===== config.mk =====
export PLATFORM = sky130hd
export DESIGN_NAME = ofc_cfg
export DESIGN_NICKNAME = d
export VERILOG_FILES = /design/src/core/ofc_pkg.sv /design/src/core/ofc_cfg.sv
export SDC_FILE = /design/constraint.sdc
export NUM_CORES = 1
export LEC_CHECK = 0
export BUFFER_PORTS_ARGS = -buffer_cell sky130_fd_sc_hd__buf_2
export CAP_MARGIN = 20
export CORE_MARGIN = 1
export CORE_UTILIZATION = 35
export CTS_CLUSTER_DIAMETER = 60
export DETAILED_ROUTE_END_ITERATION = 8
export PLACE_DENSITY = 0.59
export SETUP_SLACK_MARGIN = 0.02
export SYNTH_ARGS = -nofsm -noshare
export SYNTH_HDL_FRONTEND = slang
export SYNTH_SLANG_ARGS = --single-unit

===== constraint.sdc =====
create_clock -name core_clk -period 9.6 [get_ports core_clk]
set_input_delay 1.44 -clock core_clk [delete_from_list [all_inputs] [get_ports core_clk]]
set_output_delay 1.44 -clock core_clk [all_outputs]
set_load 0.05 [all_outputs]

===== src/core/ofc_pkg.sv =====
/*
 * constants for the oscillator timeout and frequency offset configuration
 * block: register indices, field positions, reset values, encodings.
 * assumes a 32-bit ahb-lite bus with one register per aligned word.
 */
package ofc_pkg;
    // register indices; byte address is four times the index
    localparam logic [7:0] IDX_STATE_CFG0 = 8'h18;
    localparam logic [7:0] IDX_FOC_CFG = 8'h19;
    localparam int ADDR_SHIFT = 2;
    localparam int ADDR_W = 10;

    // state machine config fields
    localparam int POS_PU_SEL = 2;
    localparam int POS_CFG0_SPARE = 1;
    localparam int POS_KEEP_ON = 0;
    localparam logic [1:0] RST_PU_SEL = 2'h1;
    localparam logic RST_CFG0_SPARE = 1'b0;
    localparam logic RST_KEEP_ON = 1'b0;

    // frequency offset config fields
    localparam int POS_GATE = 5;
    localparam int POS_PRE_K = 3;
    localparam int POS_POST_K = 2;
    localparam int POS_LIMIT = 0;
    localparam logic RST_GATE = 1'b1;
    localparam logic [1:0] RST_PRE_K = 2'h2;
    localparam logic RST_POST_K = 1'b1;
    localparam logic [1:0] RST_LIMIT = 2'h2;

    // expiry counts per timeout setting
    localparam logic [8:0] EXPIRE_SEL0 = 9'h001;
    localparam logic [8:0] EXPIRE_SEL1 = 9'h010;
    localparam logic [8:0] EXPIRE_SEL2 = 9'h040;
    localparam logic [8:0] EXPIRE_SEL3 = 9'h100;

    // gain expressed in half-base-gain units
    localparam logic [3:0] GAIN_HALF = 4'h1;

    // ahb-lite transfer types
    localparam logic [1:0] HTRANS_NONSEQ = 2'h2;
    localparam logic [1:0] HTRANS_SEQ = 2'h3;

    typedef enum logic [2:0] {
        OFC_PU_WAIT = 3'b001,
        OFC_PU_COUNT = 3'b010,
        OFC_PU_READY = 3'b100
    } ofc_pu_state_t;
endpackage : ofc_pkg


===== src/core/ofc_cfg.sv =====
/*
 * oscillator power-up timeout and frequency offset compensation config
 * registers with the logic they steer, behind an ahb-lite slave.
 * assumes inputs synchronous to core_clk and one bus master.
 */
// The AHB-Lite interface to the registers was left to the implementer.
// Contract
// - timeout select gives 1/16/64/256 expiries
// - settled and ready change in the same cycle
// - no delay between settled and ready
// - keep-on bit holds oscillator on in sleep
// - gate bit freezes loops until carrier sense
// - pre-sync gain is one to four times base
// - post-sync gain: same as pre, or half base
// - saturation limit off, bw/8, bw/4, bw/2
// - ready low only after selected expiries
`timescale 1ns/1ps
`default_nettype none
module ofc_cfg #(
    parameter int OFS_W = 16
) (
    input wire logic core_clk,
    input wire logic rstn,
    input wire logic hsel,
    input wire logic [ofc_pkg::ADDR_W-1:0] haddr,
    input wire logic [1:0] htrans,
    input wire logic hwrite,
    input wire logic [2:0] hsize,
    input wire logic [31:0] hwdata,
    input wire logic hready,
    output logic [31:0] hrdata,
    output logic hreadyout,
    output logic hresp,
    input wire logic osc_running,
    input wire logic expiry_tick,
    input wire logic in_sleep,
    input wire logic carrier_sense,
    input wire logic sync_found,
    input wire logic rx_start,
    input wire logic [OFS_W-1:0] channel_bandwidth,
    input wire logic signed [OFS_W:0] freq_offset_est,
    output logic osc_settled,
    output logic chip_ready_n,
    output logic osc_enable,
    output logic loops_frozen,
    output logic [3:0] freq_loop_gain,
    output logic signed [OFS_W:0] freq_offset_comp
);
    import ofc_pkg::*;

    logic [1:0] powerup_timeout_sel, next_powerup_timeout_sel;
    logic cfg0_spare, next_cfg0_spare;
    logic osc_keep_on_in_sleep, next_osc_keep_on_in_sleep;
    logic loop_freeze_until_carrier, next_loop_freeze_until_carrier;
    logic [1:0] freq_gain_before_sync, next_freq_gain_before_sync;
    logic freq_gain_after_sync, next_freq_gain_after_sync;
    logic [1:0] freq_offset_saturation, next_freq_offset_saturation;
    logic wr_pend, next_wr_pend;
    logic [7:0] wr_idx, next_wr_idx;
    logic [31:0] next_hrdata;
    logic [7:0] a_idx;
    logic a_valid;

    // address decode; only word-sized transfers are used by the master
    always_comb
    begin
        a_idx = 8'(haddr >> ADDR_SHIFT);
        a_valid = hsel && hready &&
            (htrans == HTRANS_NONSEQ || htrans == HTRANS_SEQ);
    end

    // register file next values; unmapped reads give zero
    always_comb
    begin
        next_powerup_timeout_sel = powerup_timeout_sel;
        next_cfg0_spare = cfg0_spare;
        next_osc_keep_on_in_sleep = osc_keep_on_in_sleep;
        next_loop_freeze_until_carrier = loop_freeze_until_carrier;
        next_freq_gain_before_sync = freq_gain_before_sync;
        next_freq_gain_after_sync = freq_gain_after_sync;
        next_freq_offset_saturation = freq_offset_saturation;
        next_wr_pend = a_valid && hwrite;
        next_wr_idx = a_idx;
        next_hrdata = hrdata;
        if (wr_pend && wr_idx == IDX_STATE_CFG0)
        begin
            next_powerup_timeout_sel = hwdata[POS_PU_SEL +: 2];
            next_cfg0_spare = hwdata[POS_CFG0_SPARE];
            next_osc_keep_on_in_sleep = hwdata[POS_KEEP_ON];
        end
        if (wr_pend && wr_idx == IDX_FOC_CFG)
        begin
            // bits 7:6 have no storage, so writes there vanish
            next_loop_freeze_until_carrier = hwdata[POS_GATE];
            next_freq_gain_before_sync = hwdata[POS_PRE_K +: 2];
            next_freq_gain_after_sync = hwdata[POS_POST_K];
            next_freq_offset_saturation = hwdata[POS_LIMIT +: 2];
        end
        if (a_valid && !hwrite)
        begin
            next_hrdata = 32'h0;
            if (a_idx == IDX_STATE_CFG0)
            begin
                next_hrdata[POS_PU_SEL +: 2] = powerup_timeout_sel;
                next_hrdata[POS_CFG0_SPARE] = cfg0_spare;
                next_hrdata[POS_KEEP_ON] = osc_keep_on_in_sleep;
            end
            else if (a_idx == IDX_FOC_CFG)
            begin
                next_hrdata[POS_GATE] = loop_freeze_until_carrier;
                next_hrdata[POS_PRE_K +: 2] = freq_gain_before_sync;
                next_hrdata[POS_POST_K] = freq_gain_after_sync;
                next_hrdata[POS_LIMIT +: 2] = freq_offset_saturation;
            end
        end
    end

    // register file flops; zero wait state, always okay
    always_ff @(posedge core_clk or negedge rstn)
    begin
        if (!rstn)
        begin
            powerup_timeout_sel <= RST_PU_SEL;
            cfg0_spare <= RST_CFG0_SPARE;
            osc_keep_on_in_sleep <= RST_KEEP_ON;
            loop_freeze_until_carrier <= RST_GATE;
            freq_gain_before_sync <= RST_PRE_K;
            freq_gain_after_sync <= RST_POST_K;
            freq_offset_saturation <= RST_LIMIT;
            wr_pend <= 1'b0;
            wr_idx <= 8'h0;
            hrdata <= 32'h0;
            hreadyout <= 1'b1;
            hresp <= 1'b0;
        end
        else
        begin
            powerup_timeout_sel <= next_powerup_timeout_sel;
            cfg0_spare <= next_cfg0_spare;
            osc_keep_on_in_sleep <= next_osc_keep_on_in_sleep;
            loop_freeze_until_carrier <= next_loop_freeze_until_carrier;
            freq_gain_before_sync <= next_freq_gain_before_sync;
            freq_gain_after_sync <= next_freq_gain_after_sync;
            freq_offset_saturation <= next_freq_offset_saturation;
            wr_pend <= next_wr_pend;
            wr_idx <= next_wr_idx;
            hrdata <= next_hrdata;
            hreadyout <= 1'b1;
            hresp <= 1'b0;
        end
    end

    ofc_pu_state_t pu_state, next_pu_state;
    logic [8:0] expiry_cnt, next_expiry_cnt;
    logic [8:0] expiry_target;
    logic next_osc_settled;

    // power-up timeout: count expiries once the crystal is running
    always_comb
    begin
        case (powerup_timeout_sel)
            2'h0: expiry_target = EXPIRE_SEL0;
            2'h1: expiry_target = EXPIRE_SEL1;
            2'h2: expiry_target = EXPIRE_SEL2;
            default: expiry_target = EXPIRE_SEL3;
        endcase
        next_pu_state = pu_state;
        next_expiry_cnt = expiry_cnt;
        case (pu_state)
            OFC_PU_WAIT:
            begin
                next_expiry_cnt = 9'h0;
                if (osc_running)
                    next_pu_state = OFC_PU_COUNT;
            end
            OFC_PU_COUNT:
            begin
                if (expiry_tick)
                    next_expiry_cnt = expiry_cnt + 9'h1;
                if (expiry_tick && expiry_cnt + 9'h1 >= expiry_target)
                    next_pu_state = OFC_PU_READY;
            end
            OFC_PU_READY:
                next_pu_state = OFC_PU_READY;
            default:
                next_pu_state = OFC_PU_WAIT;
        endcase
        // a stopped crystal restarts the whole timeout
        if (!osc_running)
            next_pu_state = OFC_PU_WAIT;
        next_osc_settled = (next_pu_state == OFC_PU_READY);
    end

    // both indications come from one decision, so no skew between them
    always_ff @(posedge core_clk or negedge rstn)
    begin
        if (!rstn)
        begin
            pu_state <= OFC_PU_WAIT;
            expiry_cnt <= 9'h0;
            osc_settled <= 1'b0;
            chip_ready_n <= 1'b1;
        end
        else
        begin
            pu_state <= next_pu_state;
            expiry_cnt <= next_expiry_cnt;
            osc_settled <= next_osc_settled;
            chip_ready_n <= !next_osc_settled;
        end
    end

    logic post_sync, next_post_sync;
    logic cs_seen, next_cs_seen;
    logic next_osc_enable;
    logic next_loops_frozen;
    logic [3:0] next_freq_loop_gain;
    logic [3:0] pre_gain;
    logic [OFS_W-1:0] limit_mag;
    logic signed [OFS_W:0] lim_pos, lim_neg, next_freq_offset_comp;

    // demodulator loop controls: gain, freeze and saturation
    always_comb
    begin
        next_post_sync = post_sync;
        next_cs_seen = cs_seen || carrier_sense;
        if (rx_start)
        begin
            next_post_sync = 1'b0;
            next_cs_seen = carrier_sense;
        end
        else if (sync_found)
            next_post_sync = 1'b1;
        next_osc_enable = !in_sleep || osc_keep_on_in_sleep;
        next_loops_frozen = loop_freeze_until_carrier && !next_cs_seen;
        pre_gain = 4'({freq_gain_before_sync, 1'b0}) + 4'h2;
        if (next_post_sync && freq_gain_after_sync)
            next_freq_loop_gain = GAIN_HALF;
        else
            next_freq_loop_gain = pre_gain;
        // ook users must program zero here; nothing checks it
        case (freq_offset_saturation)
            2'h1: limit_mag = channel_bandwidth >> 3;
            2'h2: limit_mag = channel_bandwidth >> 2;
            2'h3: limit_mag = channel_bandwidth >> 1;
            default: limit_mag = '0;
        endcase
        lim_pos = $signed({1'b0, limit_mag});
        lim_neg = -lim_pos;
        if (freq_offset_est > lim_pos)
            next_freq_offset_comp = lim_pos;
        else if (freq_offset_est < lim_neg)
            next_freq_offset_comp = lim_neg;
        else
            next_freq_offset_comp = freq_offset_est;
    end

    // loop control flops
    always_ff @(posedge core_clk or negedge rstn)
    begin
        if (!rstn)
        begin
            post_sync <= 1'b0;
            cs_seen <= 1'b0;
            osc_enable <= 1'b1;
            loops_frozen <= RST_GATE;
            freq_loop_gain <= 4'({RST_PRE_K, 1'b0}) + 4'h2;
            freq_offset_comp <= '0;
        end
        else
        begin
            post_sync <= next_post_sync;
            cs_seen <= next_cs_seen;
            osc_enable <= next_osc_enable;
            loops_frozen <= next_loops_frozen;
            freq_loop_gain <= next_freq_loop_gain;
            freq_offset_comp <= next_freq_offset_comp;
        end
    end
endmodule : ofc_cfg
`default_nettype wire


==> reports/results.tsv, run 1 <==
stage	metric	value	unit
critical_path	worstSetupPathType	input port to flop	
clock_tree	root_buffer	clkbuf_16	
power	comb_power_share	26.7	%
clock_tree	clk_pin_slew	0.05	ns
clock_tree	htreeDepth	3	
logic_synthesis	ys.flop_type	dfrtp_1	
placed_design	dp_hpwl	7744	µm
logic_synthesis	synth_edf_count	0	
final_layout	drive_gt1_share	26.71	%
detailed_routing	post_drt_wl_per_cell	13.80	µm
detailed_routing	ant_nets	0	
global_routing	antenna_found_initial	2	
clock_tree	insertion_delay	0.34	ns
timing	hold_viol	0	
power	ir_worst_vdd	0.1219	mV
logic_synthesis	syn_area	4561	µm²
logic_synthesis	netlist_instances	479	
power	intPower	577.0	µW
critical_path	cp.required	9.80	ns
logic_synthesis	synth_seq_area_share	35.42	%
timing	clock_skew	0.006038	ns
detailed_routing	num_vias	3640	
placed_design	place.gp.congestion	0.8251	
logic_synthesis	yosysUniqueCellTypes	66	
detailed_routing	dr.pass1.iters	6	
final_layout	final_util	42.13	%
status	status	finished clean	
power	p_sw	285.1	µW
timing	setup_total_negative_slack	0	ns
detailed_routing	drt_iter0_drc	140	
die	rows	41	
critical_path	critPathCaptureType	flop	
critical_path	cp_cell_sequence	buf_2 > nor3_1 > a221oi_1 > nor4_4 > nand3_1 > xnor2_1 > ha_1 > a21oi_1 > nand2_1 > a211oi_1 > mux2_2 > nor2_4 > mux2i_1 > o22ai_1	
die	die-area	13490	µm²
critical_path	crit_fanout	28	
logic_synthesis	netlist.area_leader.share	29.08	%
power	power_frac_seq	34.9	%
logic_synthesis	ys_top_cells_by_count	dfrtp_1, nand2_1, ha_1	
critical_path	crit_slowest_cell	nor2_4	
timing	finalSetupViolCount	0	
die	dieWidth	116.2	µm
logic_synthesis	yosys-top-cells-area	dfrtp_1, ha_1, dfstp_2	
placed_design	placed_cell_area	5031	µm²
critical_path	cp-start-kind	input port	
clock_tree	numCtsBuffers	9	
timing	slew_headroom	45.16	%
die	core-area	12670	µm²
logic_synthesis	yosys.cell_count.top_type	dfrtp_1	
power	p_clk_share	38.4	%
worst_hold_path	min_path_type	flop to flop	
die	start_util	35.99	%
clock_tree	cts_resized	0	
timing	worst_slew_pin_slew	0.8226	ns
global_routing	grt_pass1_wl	16480	µm
clock_tree	holdBufCountCts	0	
flow_run	maxCapViolations	0	
critical_path	worstPathArrival	5.06	ns
logic_synthesis	synth_area_leader_cell	dfrtp_1	
clock_tree	clockBufferDepth	2	
die	io_pins	150	
logic_synthesis	ys_ff_latch	64	
logic_synthesis	syn_avg_cell_area	9.521	µm²
clock_tree	cts_tree	built	
global_routing	grt_overflow	0	
logic_synthesis	async_reset_ff_share	100.0	%
final_layout	stdcell_area	5339	µm²
timing	period_needed	4.868	ns
detailed_routing	wirelength	10260	µm
timing	max_freq	0.2054	GHz
global_routing	track_usage	16.05	%
global_routing	grt_pass1_vias	3545	
power	sw_frac_of_total	33.07	%
timing	grt_setup_unrepaired	no	
power	power_leakage	0.002605	µW
logic_synthesis	ys_warn_count	0	
placed_design	io_buffers	88	
clock_tree	post_cts_buffers	0	
detailed_routing	viasPerCell	4.899	
power	powerDensity	161.5	nW/µm²
timing	fin_crit_sh	50.71	%
final_layout	num-nets-final	693	
timing	maxSlewViolCount	0	
die	die_height	116.2	µm
detailed_routing	drc	0	
critical_path	slowest_delay	0.64	ns
global_routing	grt_max_degree	65	
clock_tree	cts_sinks	64	
final_layout	syn2layout_area_growth	17.06	%
[metal layers]
layer  share of wire [%]  GRT usage (%)  routed length [µm]
met1                  45          19.32                4605
met2                  49          27.18                4981
met3                 5.5          5.241                 560
met4                 1.1          4.957                 109
met5                   0              0                   0
[kinds of logic after synthesis]
kind of cell / synth area share [%]
adder cells (fa/ha/maj): 10.43
flip-flops: 35.42
buffers and inverters: 8.587
multiplexers: 9.328
XOR/XNOR: 4.006
other: 0.1647
AND/OR/NAND/NOR: 17.15
AO/OA/AOI/OAI: 14.92
[critical path: cells and delay by family]
| kind | cells | cell delay, ns |
|---|---|---|
| buffers and inverters | 1 | 0.13 |
| muxes | 2 | 0.69 |
| adders and majority gates | 1 | 0.31 |
| xor gates and xnor gates | 1 | 0.23 |
| AOI/OAI and AO/OA | 4 | 0.64 |
| and+or+nand+nor | 5 | 1.64 |
[metrics by stage]
stage | instances | setup WS [ns] | hold WS, ns | power (µW)
2_1_floorplan | 505 | 5.214 | 0.4098 | 485.6
3_3_place_gp | 725 | 4.421 | 0.4459 | 532.4
3_5_place_dp | 725 | 4.417 | 0.4500 | 535.8
4_1_cts | 741 | 4.742 | 0.4624 | 876.1
5_1_grt | 742 | 4.443 | 0.4790 | 908.6
6_report | 743 | 4.732 | 0.4610 | 862.2
[power by group through the flow]
| stage | Combinational, µW | Clock, µW | Sequential (µW) |
|---|---|---|---|
| after floorplan | 137 | 0 | 348 |
| after global placement | 228 | 0 | 304 |
| after detailed placement | 231 | 0 | 305 |
| after CTS | 232 | 343 | 301 |
| after global routing | 253 | 353 | 303 |
| final | 231 | 331 | 301 |
[layout by cell type (no fill, tap or decap), types with 3 or more instances in the layout]
cell,n
o31ai_2,3
buf_4,3
and2_1,7
buf_2,88
dfrtp_1,53
dfstp_2,11
nand3_1,15
a21o_1,10
o21ai_0,18
a22o_1,3
clkbuf_16,9
a21oi_1,23
o21ai_1,8
nand2_1,40
a221oi_1,4
o22ai_1,7
nor4b_1,3
a31oi_1,3
o21a_1,3
nand2b_1,7
ha_1,38
xor2_1,7
nor2_1,35
nor2b_1,6
xnor2_1,12
nor3_1,5
nand3b_1,5
conb_1,28
mux2_2,13
and4_1,3
a211oi_1,3
mux2i_1,25
inv_1,21
nand4_1,3
and3_1,4
[final timing paths]
path | from | to | slack (ns) | cells after the start
max in group asynchronous | rstn | pu_state[1]$_DFF_PN0_ | 7.77 | 2
max | channel_bandwidth[6] | freq_offset_comp[7]$_DFF_PN0_ | 4.73 | 14
min in group asynchronous | rstn | wr_idx[4]$_DFF_PN0_ | 1.28 | 2
min | loop_freeze_until_carrier$_DFFE_PN1P_ | loops_frozen$_DFF_PN1_ | 0.46 | 2
min reg2reg | loop_freeze_until_carrier$_DFFE_PN1P_ | loops_frozen$_DFF_PN1_ | 0.46 | 2
max reg2reg | freq_offset_saturation[1]$_DFFE_PN1P_ | freq_offset_comp[7]$_DFF_PN0_ | 5.06 | 13
[state kept, by name, summed over array words and instances (netlist names), 2 cells and up]
name,cells
freq_gain_before_sync,2
pu_state,3
freq_offset_saturation,2
powerup_timeout_sel,2
expiry_cnt,9
freq_offset_comp,17
wr_idx,8
freq_loop_gain,4
hrdata,6
[layout make-up]
cell class	count	area, µm²
Clock buffer	13	260.3
Antenna cell	2	5.005
Multi-Input combinational cell	375	2651
Timing Repair Buffer	91	462.9
Sequential cell	64	1615
Clock inverter	3	42.54
Fill cell	1275	7332
Inverter	23	86.33
Tap cell	172	215.2
No activity file was read; power rests on OpenSTA's default activity.
==> run 2, diff against run 1 <==
--- a/config.mk
+++ b/config.mk
@@ -5,13 +5,14 @@
 export SDC_FILE = /design/constraint.sdc
 export NUM_CORES = 1
 export LEC_CHECK = 0
+export ABC_AREA = 1
 export BUFFER_PORTS_ARGS = -buffer_cell sky130_fd_sc_hd__buf_2
 export CAP_MARGIN = 20
 export CORE_MARGIN = 1
 export CORE_UTILIZATION = 35
 export CTS_CLUSTER_DIAMETER = 60
 export DETAILED_ROUTE_END_ITERATION = 8
-export PLACE_DENSITY = 0.59
+export PLACE_DENSITY = 0.61
 export SETUP_SLACK_MARGIN = 0.02
 export SYNTH_ARGS = -nofsm -noshare
 export SYNTH_HDL_FRONTEND = slang
==> constraint.sdc (replaced) <==
create_clock -name core_clk -period 4 [get_ports core_clk]
set_input_delay 0.6 -clock core_clk [delete_from_list [all_inputs] [get_ports core_clk]]
set_output_delay 0.6 -clock core_clk [all_outputs]
set_load 0.05 [all_outputs]
==> run 2 against run 1 <==
  * Critical path depth is 10 higher
  * Sequential share of layout area is 1.5 points lower
  * Clock power is 130% higher
  * Sequential power is 140% higher
  * Area after synthesis is 3.9% higher
  * Final cell count is 26% higher
  * Sequential cell count stayed put
  * First-iteration DRC count is 140% higher
  * Setup slack worse by 4.3 ns
  * Combinational power is 120% higher
  * Core utilization is 0.25 points higher
  * Highest routed layer unchanged
==> reports/results.tsv, run 2 <==
stage	metric	value	unit	change
status	status	finished clean		
logic_synthesis	synth_seq_area_share	34.10	%	-1.3 points
global_routing	grt_max_degree	48		-26%
worst_hold_path	min_path_type	input port to asynchronous set/reset pin		
logic_synthesis	synthXorXnorAreaFrac	1.294	%	-2.7 points
logic_synthesis	syn_avg_cell_area	7.156	µm²	-25%
timing	grt_setup_unrepaired	no		
final_layout	most-common-layout-cells	nand2_1, buf_2, inv_1, nand3_1, dfrtp_1		
global_routing	grt_pass1_vias	3961		+12%
timing	worst_slew_pin_slew	1.045	ns	+0.2223 ns
die	rows	42		+2.4%
detailed_routing	dr.pass1.iters	4		-2
logic_synthesis	synth-compound-area-share	6.049	%	-8.9 points
logic_synthesis	syn_area	4737	µm²	+3.9%
detailed_routing	post_drt_wl_per_cell	12.19	µm	-12%
die	die_height	118.3	µm	+1.9%
flow_run	maxCapViolations	0		unchanged
global_routing	grt_pass1_wl	19130	µm	+16%
clock_tree	clockBufferDepth	2		unchanged
die	die-area	14000	µm²	+3.8%
clock_tree	clk_pin_slew	0.06	ns	about the same
timing	clock_skew	0.005340	ns	-0.0006977 ns
global_routing	track_usage	17.21	%	+1.2 points
logic_synthesis	ys_warn_count	0		unchanged
detailed_routing	wirelength	11450	µm	+12%
critical_path	slowest_delay	0.45	ns	-0.19 ns
die	start_util	35.77	%	-0.22 points
logic_synthesis	ys_top_cells_by_count	nand2_1, inv_1, nand3_1		
clock_tree	insertion_delay	0.33	ns	about the same
logic_synthesis	async_reset_ff_share	100.0	%	unchanged
logic_synthesis	ys_ff_latch	64		unchanged
logic_synthesis	synth_area_leader_cell	dfrtp_1		
clock_tree	root_buffer	clkbuf_16		
logic_synthesis	yosys-mux-area-fraction	0	%	-9.3 points
clock_tree	holdBufCountCts	0		unchanged
detailed_routing	drc	0		unchanged
critical_path	crit_family	simple AND/OR/NAND/NOR gates		
final_layout	top_register	freq_offset_comp		
final_layout	drive_gt1_share	21.36	%	-5.4 points
power	ir_worst_vdd	0.2154	mV	+77%
placed_design	place.gp.congestion	0.8830		+7.0%
die	core-area	13240	µm²	+4.5%
logic_synthesis	synth_edf_count	0		unchanged
critical_path	cp_cell_sequence	buf_4 > nand2_2 > inv_2 > nand2_1 > nand2_1 > nor2_2 > ha_1 > inv_1 > nor2_1 > nand2_1 > nor2_2 > nand3_1 > nand2_1 > ha_1 > nand2_1 > inv_1 > nor2_1 > o21ai_0 > nor2_1 > nand3_1 > nand2_1 > nand2_4 > nand3_1 > nand3_1		
logic_synthesis	yosys-top-cells-area	dfrtp_1, nand2_1, ha_1		
logic_synthesis	yosys.cell_count.top_type	nand2_1		
final_layout	final_common_cell	nand2_1		
logic_synthesis	synthSimpleGateAreaFrac	35.68	%	+19 points
clock_tree	cts_resized	0		unchanged
timing	maxSlewViolCount	0		unchanged
critical_path	worstSetupPathType	flop to flop		
power	power.total	1988	µW	+130%
final_layout	num-nets-final	887		+28%
logic_synthesis	yosysUniqueCellTypes	39		-41%
logic_synthesis	ys.flop_type	dfrtp_1		
global_routing	antenna_found_initial	0		-2
clock_tree	htreeDepth	3		unchanged
die	dieWidth	118.3	µm	+1.9%
final_layout	num_antenna_cells	0		-2
power	powerDensity	354.3	nW/µm²	+120%
placed_design	io_buffers	88		unchanged
clock_tree	numCtsBuffers	9		unchanged
critical_path	cp-start-kind	flop		
clock_tree	post_cts_buffers	0		unchanged
logic_synthesis	netlist.area_leader.share	28.00	%	-1.1 points
detailed_routing	num_vias	4266		+17%
final_layout	largest_reg_flops	17		unchanged
timing	finalSetupViolCount	0		unchanged
placed_design	dp_hpwl	9204	µm	+19%
timing	setup_total_negative_slack	0	ns	unchanged
timing	max_freq	0.2783	GHz	
final_layout	reg.largest.list	freq_offset_comp x17, expiry_cnt x9, wr_idx x8		
critical_path	worstPathArrival	3.75	ns	-1.31 ns
final_layout	syn2layout_area_growth	18.49	%	
critical_path	crit_slowest_cell	dfrtp_1		
logic_synthesis	netlist_instances	662		+38%
die	io_pins	150		unchanged
timing	period_needed	3.594	ns	
logic_synthesis	synthAdderAreaFrac	10.04	%	-0.39 points
power	power_leakage	0.003130	µW	+20%
detailed_routing	ant_nets	0		unchanged
clock_tree	cts_tree	built		
critical_path	critPathCaptureType	flop		
logic_synthesis	synth_top_family_by_area	simple AND/OR/NAND/NOR gates		
global_routing	grt_overflow	0		unchanged
critical_path	crit_top_cell	nand2_1		
detailed_routing	viasPerCell	4.543		-7.3%
critical_path	cp_num_buf_inv	4		+3
clock_tree	cts_sinks	64		unchanged
critical_path	cp.required	4.15	ns	-5.65 ns
critical_path	crit_fanout	18		-36%
timing	slew_headroom	29.36	%	-16 points
timing	hold_viol	0		unchanged
timing	fin_crit_sh	89.85	%	
final_layout	n_fill_cell	1444		+13%
detailed_routing	drt_iter0_drc	339		+140%
-- run 2: changes by cell type after synthesis, sizes merged, moves of 9 or more --
cell   delta
inv      +63
mux2i    -26
nand2   +167
mux2     -14
a21o      -9
nor2     +31
xnor2    -13
nand3    +55
-- run 2: cells by family after synthesis --
| family | Yosys count |
|---|---|
| other cells | 2 |
| xor+xnor | 7 |
| compound gates | 53 |
| simple gates | 374 |
| flops | 64 |
| buf+inv | 124 |
| fa+ha+maj | 38 |
-- run 2: final timing paths --
| check | slack, ns | to | start | depth (start not counted) |
|---|---|---|---|---|
| setup / recovery | 0.41 | freq_offset_comp[4]$_DFF_PN0_ | freq_offset_saturation[0]$_DFFE_PN0P_ | 24 |
| hold / removal | 0.13 | osc_keep_on_in_sleep$_DFFE_PN0P_ | rstn | 1 |
| setup reg to reg | 0.41 | freq_offset_comp[4]$_DFF_PN0_ | freq_offset_saturation[0]$_DFFE_PN0P_ | 24 |
| hold reg to reg | 0.48 | osc_enable$_DFF_PN1_ | osc_keep_on_in_sleep$_DFFE_PN0P_ | 2 |
| max in group asynchronous | 3.02 | chip_ready_n$_DFF_PN1_ | rstn | 3 |
| min in group core_clk | 0.39 | wr_idx[5]$_DFF_PN0_ | haddr[7] | 1 |
-- run 2: where the power goes --
group	internal [µW]	switching (µW)	leakage (µW)
Combinational	128	375	0.00223
Clock	498	274	0.000145
Sequential	695	19.3	0.000759
-- run 2: routing by layer --
metal | routed length (µm) | share of wire, % | global-route usage, % | vias to the layer above
li1 | - | - | - | 2242
met1 | 5442 | 48 | 22.73 | 1919
met2 | 5305 | 46 | 28.57 | 84
met3 | 462 | 4.0 | 2.558 | 21
met4 | 239 | 2.1 | 6.010 | 0
met5 | 0 | 0 | 0 | -
-- run 2: final cells by class --
cell class | count | area [µm²] | share of cell area (%)
inverter | 86 | 325.3 | 5.796
timing repair buffer | 97 | 524.3 | 9.340
tap | 176 | 220.2 | 3.923
sequential | 64 | 1615 | 28.78
multi-input combinational | 500 | 2629 | 46.83
clock inverter | 5 | 56.30 | 1.003
clock buffer | 11 | 242.7 | 4.325
-- run 2: metrics by stage --
step	instances	setup slack (ns)	cell area [µm²]	utilization (%)	hold WS, ns
5_1_grt	939	0.02329	5613	42.38	0.1458
2_1_floorplan	688	0.9067	4835	-	0.3044
6_report	939	0.4061	5613	42.38	0.1334
3_5_place_dp	922	0.2176	5280	39.87	0.4738
4_1_cts	938	0.2049	5579	42.13	0.3696
3_3_place_gp	922	0.2448	5280	39.87	0.4676
==> run 3, diff against run 2 <==
--- a/config.mk
+++ b/config.mk
@@ -12,7 +12,7 @@
 export CORE_UTILIZATION = 35
 export CTS_CLUSTER_DIAMETER = 60
 export DETAILED_ROUTE_END_ITERATION = 8
-export PLACE_DENSITY = 0.61
+export PLACE_DENSITY = 0.62
 export SETUP_SLACK_MARGIN = 0.02
 export SYNTH_ARGS = -nofsm -noshare
 export SYNTH_HDL_FRONTEND = slang
==> run 3 against run 2 <==
  * Worst hold slack got worse by 0.048 ns
  * Sequential share of layout area fell by 0.23 points
  * Clock-buffer cell count fell by 1
  * Clock power fell by 0.5%
  * Non-clock buffer count rose by 2
  * Final cell count rose by 0.43%
  * Die area did not move
  * Sequential cell count did not move
  * Final area rose by 0.80%
  * Combinational power rose by 1%
  * Fmax rose by 1.5%
  * Sequential power barely moved
==> reports/results.tsv, run 3 (synthesis gave the netlist of run 2 again) <==
stage	metric	value	unit	change
power	power_leakage	0.003152	µW	+0.70%
detailed_routing	post_drt_wl_per_cell	12.37	µm	+1.5%
timing	finalSetupViolCount	0		unchanged
power	comb_power_share	25.6	%	+0.3 points
final_layout	top_register	freq_offset_comp		
critical_path	cp_cell_sequence	buf_4 > nand2_2 > inv_2 > buf_4 > nand2_1 > nand2_1 > nor2_8 > nand2_1 > nor2_1 > nand3_1 > nor2_1 > nand3_1 > inv_1 > ha_1 > nand2_1 > nor2_1 > inv_1 > a21oi_1 > nor2_1 > nand4_1 > buf_4 > nand2_4 > nand3_1 > nand3_1		
global_routing	grt_pass1_vias	4253		+7.4%
detailed_routing	drt_iter0_drc	266		-22%
power	intPower	1312	µW	-0.65%
timing	max_freq	0.2823	GHz	+1.5%
detailed_routing	wirelength	11670	µm	+1.9%
timing	maxSlewViolCount	0		unchanged
clock_tree	insertion_delay	0.33	ns	about the same
detailed_routing	num_vias	4365		+2.3%
critical_path	rr_startpoint	freq_offset_saturation[0]$_DFFE_PN0P_		
placed_design	placed_cell_area	5293	µm²	+0.24%
timing	setup_total_negative_slack	0	ns	unchanged
power	p_sw	680.9	µW	+1.9%
die	dieWidth	118.3	µm	unchanged
power	powerDensity	352.2	nW/µm²	-0.59%
final_layout	stdcell_area	5658	µm²	+0.80%
die	io_pins	150		unchanged
final_layout	drive_gt1_share	21.80	%	+0.44 points
detailed_routing	viasPerCell	4.629		+1.9%
critical_path	slowest_delay	0.41	ns	-0.04 ns
critical_path	critPathCaptureType	flop		
global_routing	antenna_found_initial	1		+1
die	die-area	14000	µm²	unchanged
worst_hold_path	min_path_type	input port to asynchronous set/reset pin		
timing	clock_skew	0.007849	ns	+0.002509 ns
placed_design	place.gp.congestion	0.8936		+1.2%
clock_tree	htreeDepth	3		unchanged
final_layout	reg.largest.list	freq_offset_comp x17, expiry_cnt x9, wr_idx x8		
clock_tree	numCtsBuffers	9		unchanged
flow_run	maxCapViolations	0		unchanged
critical_path	worstPathArrival	3.78	ns	+0.03 ns
power	power_frac_seq	35.9	%	about the same
clock_tree	cts_sinks	64		unchanged
critical_path	reg2reg_depth	24		unchanged
clock_tree	clockBufferDepth	2		unchanged
timing	period_needed	3.542	ns	-0.05209 ns
critical_path	crit_start	freq_offset_saturation[0]$_DFFE_PN0P_		
global_routing	grt_pass1_wl	19910	µm	+4.1%
power	sw_frac_of_total	34.17	%	+0.57 points
detailed_routing	ant_nets	0		unchanged
final_layout	syn2layout_area_growth	19.44	%	
die	core-area	13240	µm²	unchanged
critical_path	cp.depth	24		unchanged
placed_design	io_buffers	88		unchanged
timing	hold_viol	0		unchanged
timing	holdWs	0.08563	ns	-0.04777 ns
power	power.total	1993	µW	+0.21%
critical_path	timing.rr.end	freq_offset_comp[2]$_DFF_PN0_		
timing	fin_crit_sh	88.54	%	-1.3 points
status	status	finished clean		
critical_path	cp.required	4.24	ns	+0.09 ns
final_layout	fin_cells	943		+0.43%
clock_tree	root_buffer	clkbuf_16		
placed_design	dp_hpwl	9379	µm	+1.9%
timing	worst_slew_pin_slew	1.031	ns	-0.01434 ns
critical_path	cp-start-kind	flop		
die	start_util	35.77	%	unchanged
clock_tree	clk_pin_slew	0.06	ns	about the same
timing	slew_headroom	30.33	%	+0.97 points
critical_path	crit_family	simple AND/OR/NAND/NOR gates		
global_routing	grt_overflow	0		unchanged
detailed_routing	dr.pass1.iters	5		+1
placed_design	placedCellCount	922		unchanged
clock_tree	holdBufCountCts	0		unchanged
detailed_routing	drc	0		unchanged
critical_path	cp_num_buf_inv	6		+2
power	p_clk_share	38.5	%	-0.3 points
final_layout	final_common_cell	nand2_1		
critical_path	worstSetupPathType	flop to flop		
critical_path	endpoint	freq_offset_comp[2]$_DFF_PN0_		
critical_path	r2r_setup_slack	0.46	ns	+0.05 ns
global_routing	track_usage	17.88	%	+0.67 points
die	die_height	118.3	µm	unchanged
final_layout	largest_reg_flops	17		unchanged
critical_path	crit_fanout	8		-10
global_routing	grt_max_degree	46		-4.2%
die	rows	42		unchanged
final_layout	num-nets-final	890		+0.34%
critical_path	crit_slowest_cell	dfrtp_1		
clock_tree	cts_tree	built		
final_layout	most-common-layout-cells	nand2_1, buf_2, inv_1, nand3_1, dfrtp_1		
power	ir_worst_vdd	0.1681	mV	-22%
timing	grt_setup_unrepaired	no		
[run 3: cell count changes in the layout (fill, tap and decap cells not counted), sizes merged]
| cell | previous run | this run |
|---|---|---|
| clkinv | 3 | 5 |
| nand2 | 208 | 209 |
| clkbuf | 11 | 10 |
| clkinvlp | 1 | 0 |
| buf | 97 | 99 |
| diode | 0 | 1 |
[run 3: routing by layer]
metal / wire (µm) / vias to the layer above / GRT usage [%]
li1: - / 2259 / -
met1: 5652 / 1975 / 23.60
met2: 5321 / 110 / 28.82
met3: 395 / 21 / 2.075
met4: 298 / 0 / 9.054
met5: 0 / - / 0
[run 3: cell type report]
| class | instances | area [µm²] |
|---|---|---|
| Fill cell | 1420 | 7585 |
| Multi-Input combinational cell | 501 | 2648 |
| Sequential cell | 64 | 1615 |
| Timing Repair Buffer | 99 | 548.0 |
| Inverter | 86 | 325.3 |
| Clock buffer | 10 | 229.0 |
| Tap cell | 176 | 220.2 |
| Clock inverter | 6 | 70.07 |
| Antenna cell | 1 | 2.502 |
[run 3: per-stage QoR]
step	utilization, %	worst slack [ns]
global placement	39.97	0.4004
finish	42.72	0.4582
CTS	42.22	0.2895
detailed placement	39.97	0.3052
global route	42.72	0.04112
floorplan	-	0.9067
[run 3: how the worst min path moves through the flow]
stage | start | endpoint | slack [ns]
5_1_grt | rstn | osc_settled$_DFF_PN0_ | 0.08
6_report | rstn | osc_settled$_DFF_PN0_ | 0.09
2_1_floorplan | rstn | cfg0_spare$_DFFE_PN0P_ | 0.30
3_5_place_dp | cfg0_spare$_DFFE_PN0P_ | cfg0_spare$_DFFE_PN0P_ | 0.48
3_3_place_gp | cfg0_spare$_DFFE_PN0P_ | cfg0_spare$_DFFE_PN0P_ | 0.47
4_1_cts | haddr[7] | wr_idx[5]$_DFF_PN0_ | 0.37
[run 3: power by group through the flow]
stage / Clock (µW) / Sequential (µW) / Combinational, µW
after floorplan: 0 / 836 / 264
after global placement: 0 / 726 / 498
after detailed placement: 0 / 727 / 502
after CTS: 790 / 716 / 503
after global routing: 821 / 720 / 561
final: 767 / 715 / 510
[run 3: what timing repair did]
item | CTS | global route
setup buffers | 0 | 2
endpoints found under the setup margin | 0 | 17
gates resized for setup | 0 | 5
endpoints found under the hold margin | 0 | 0
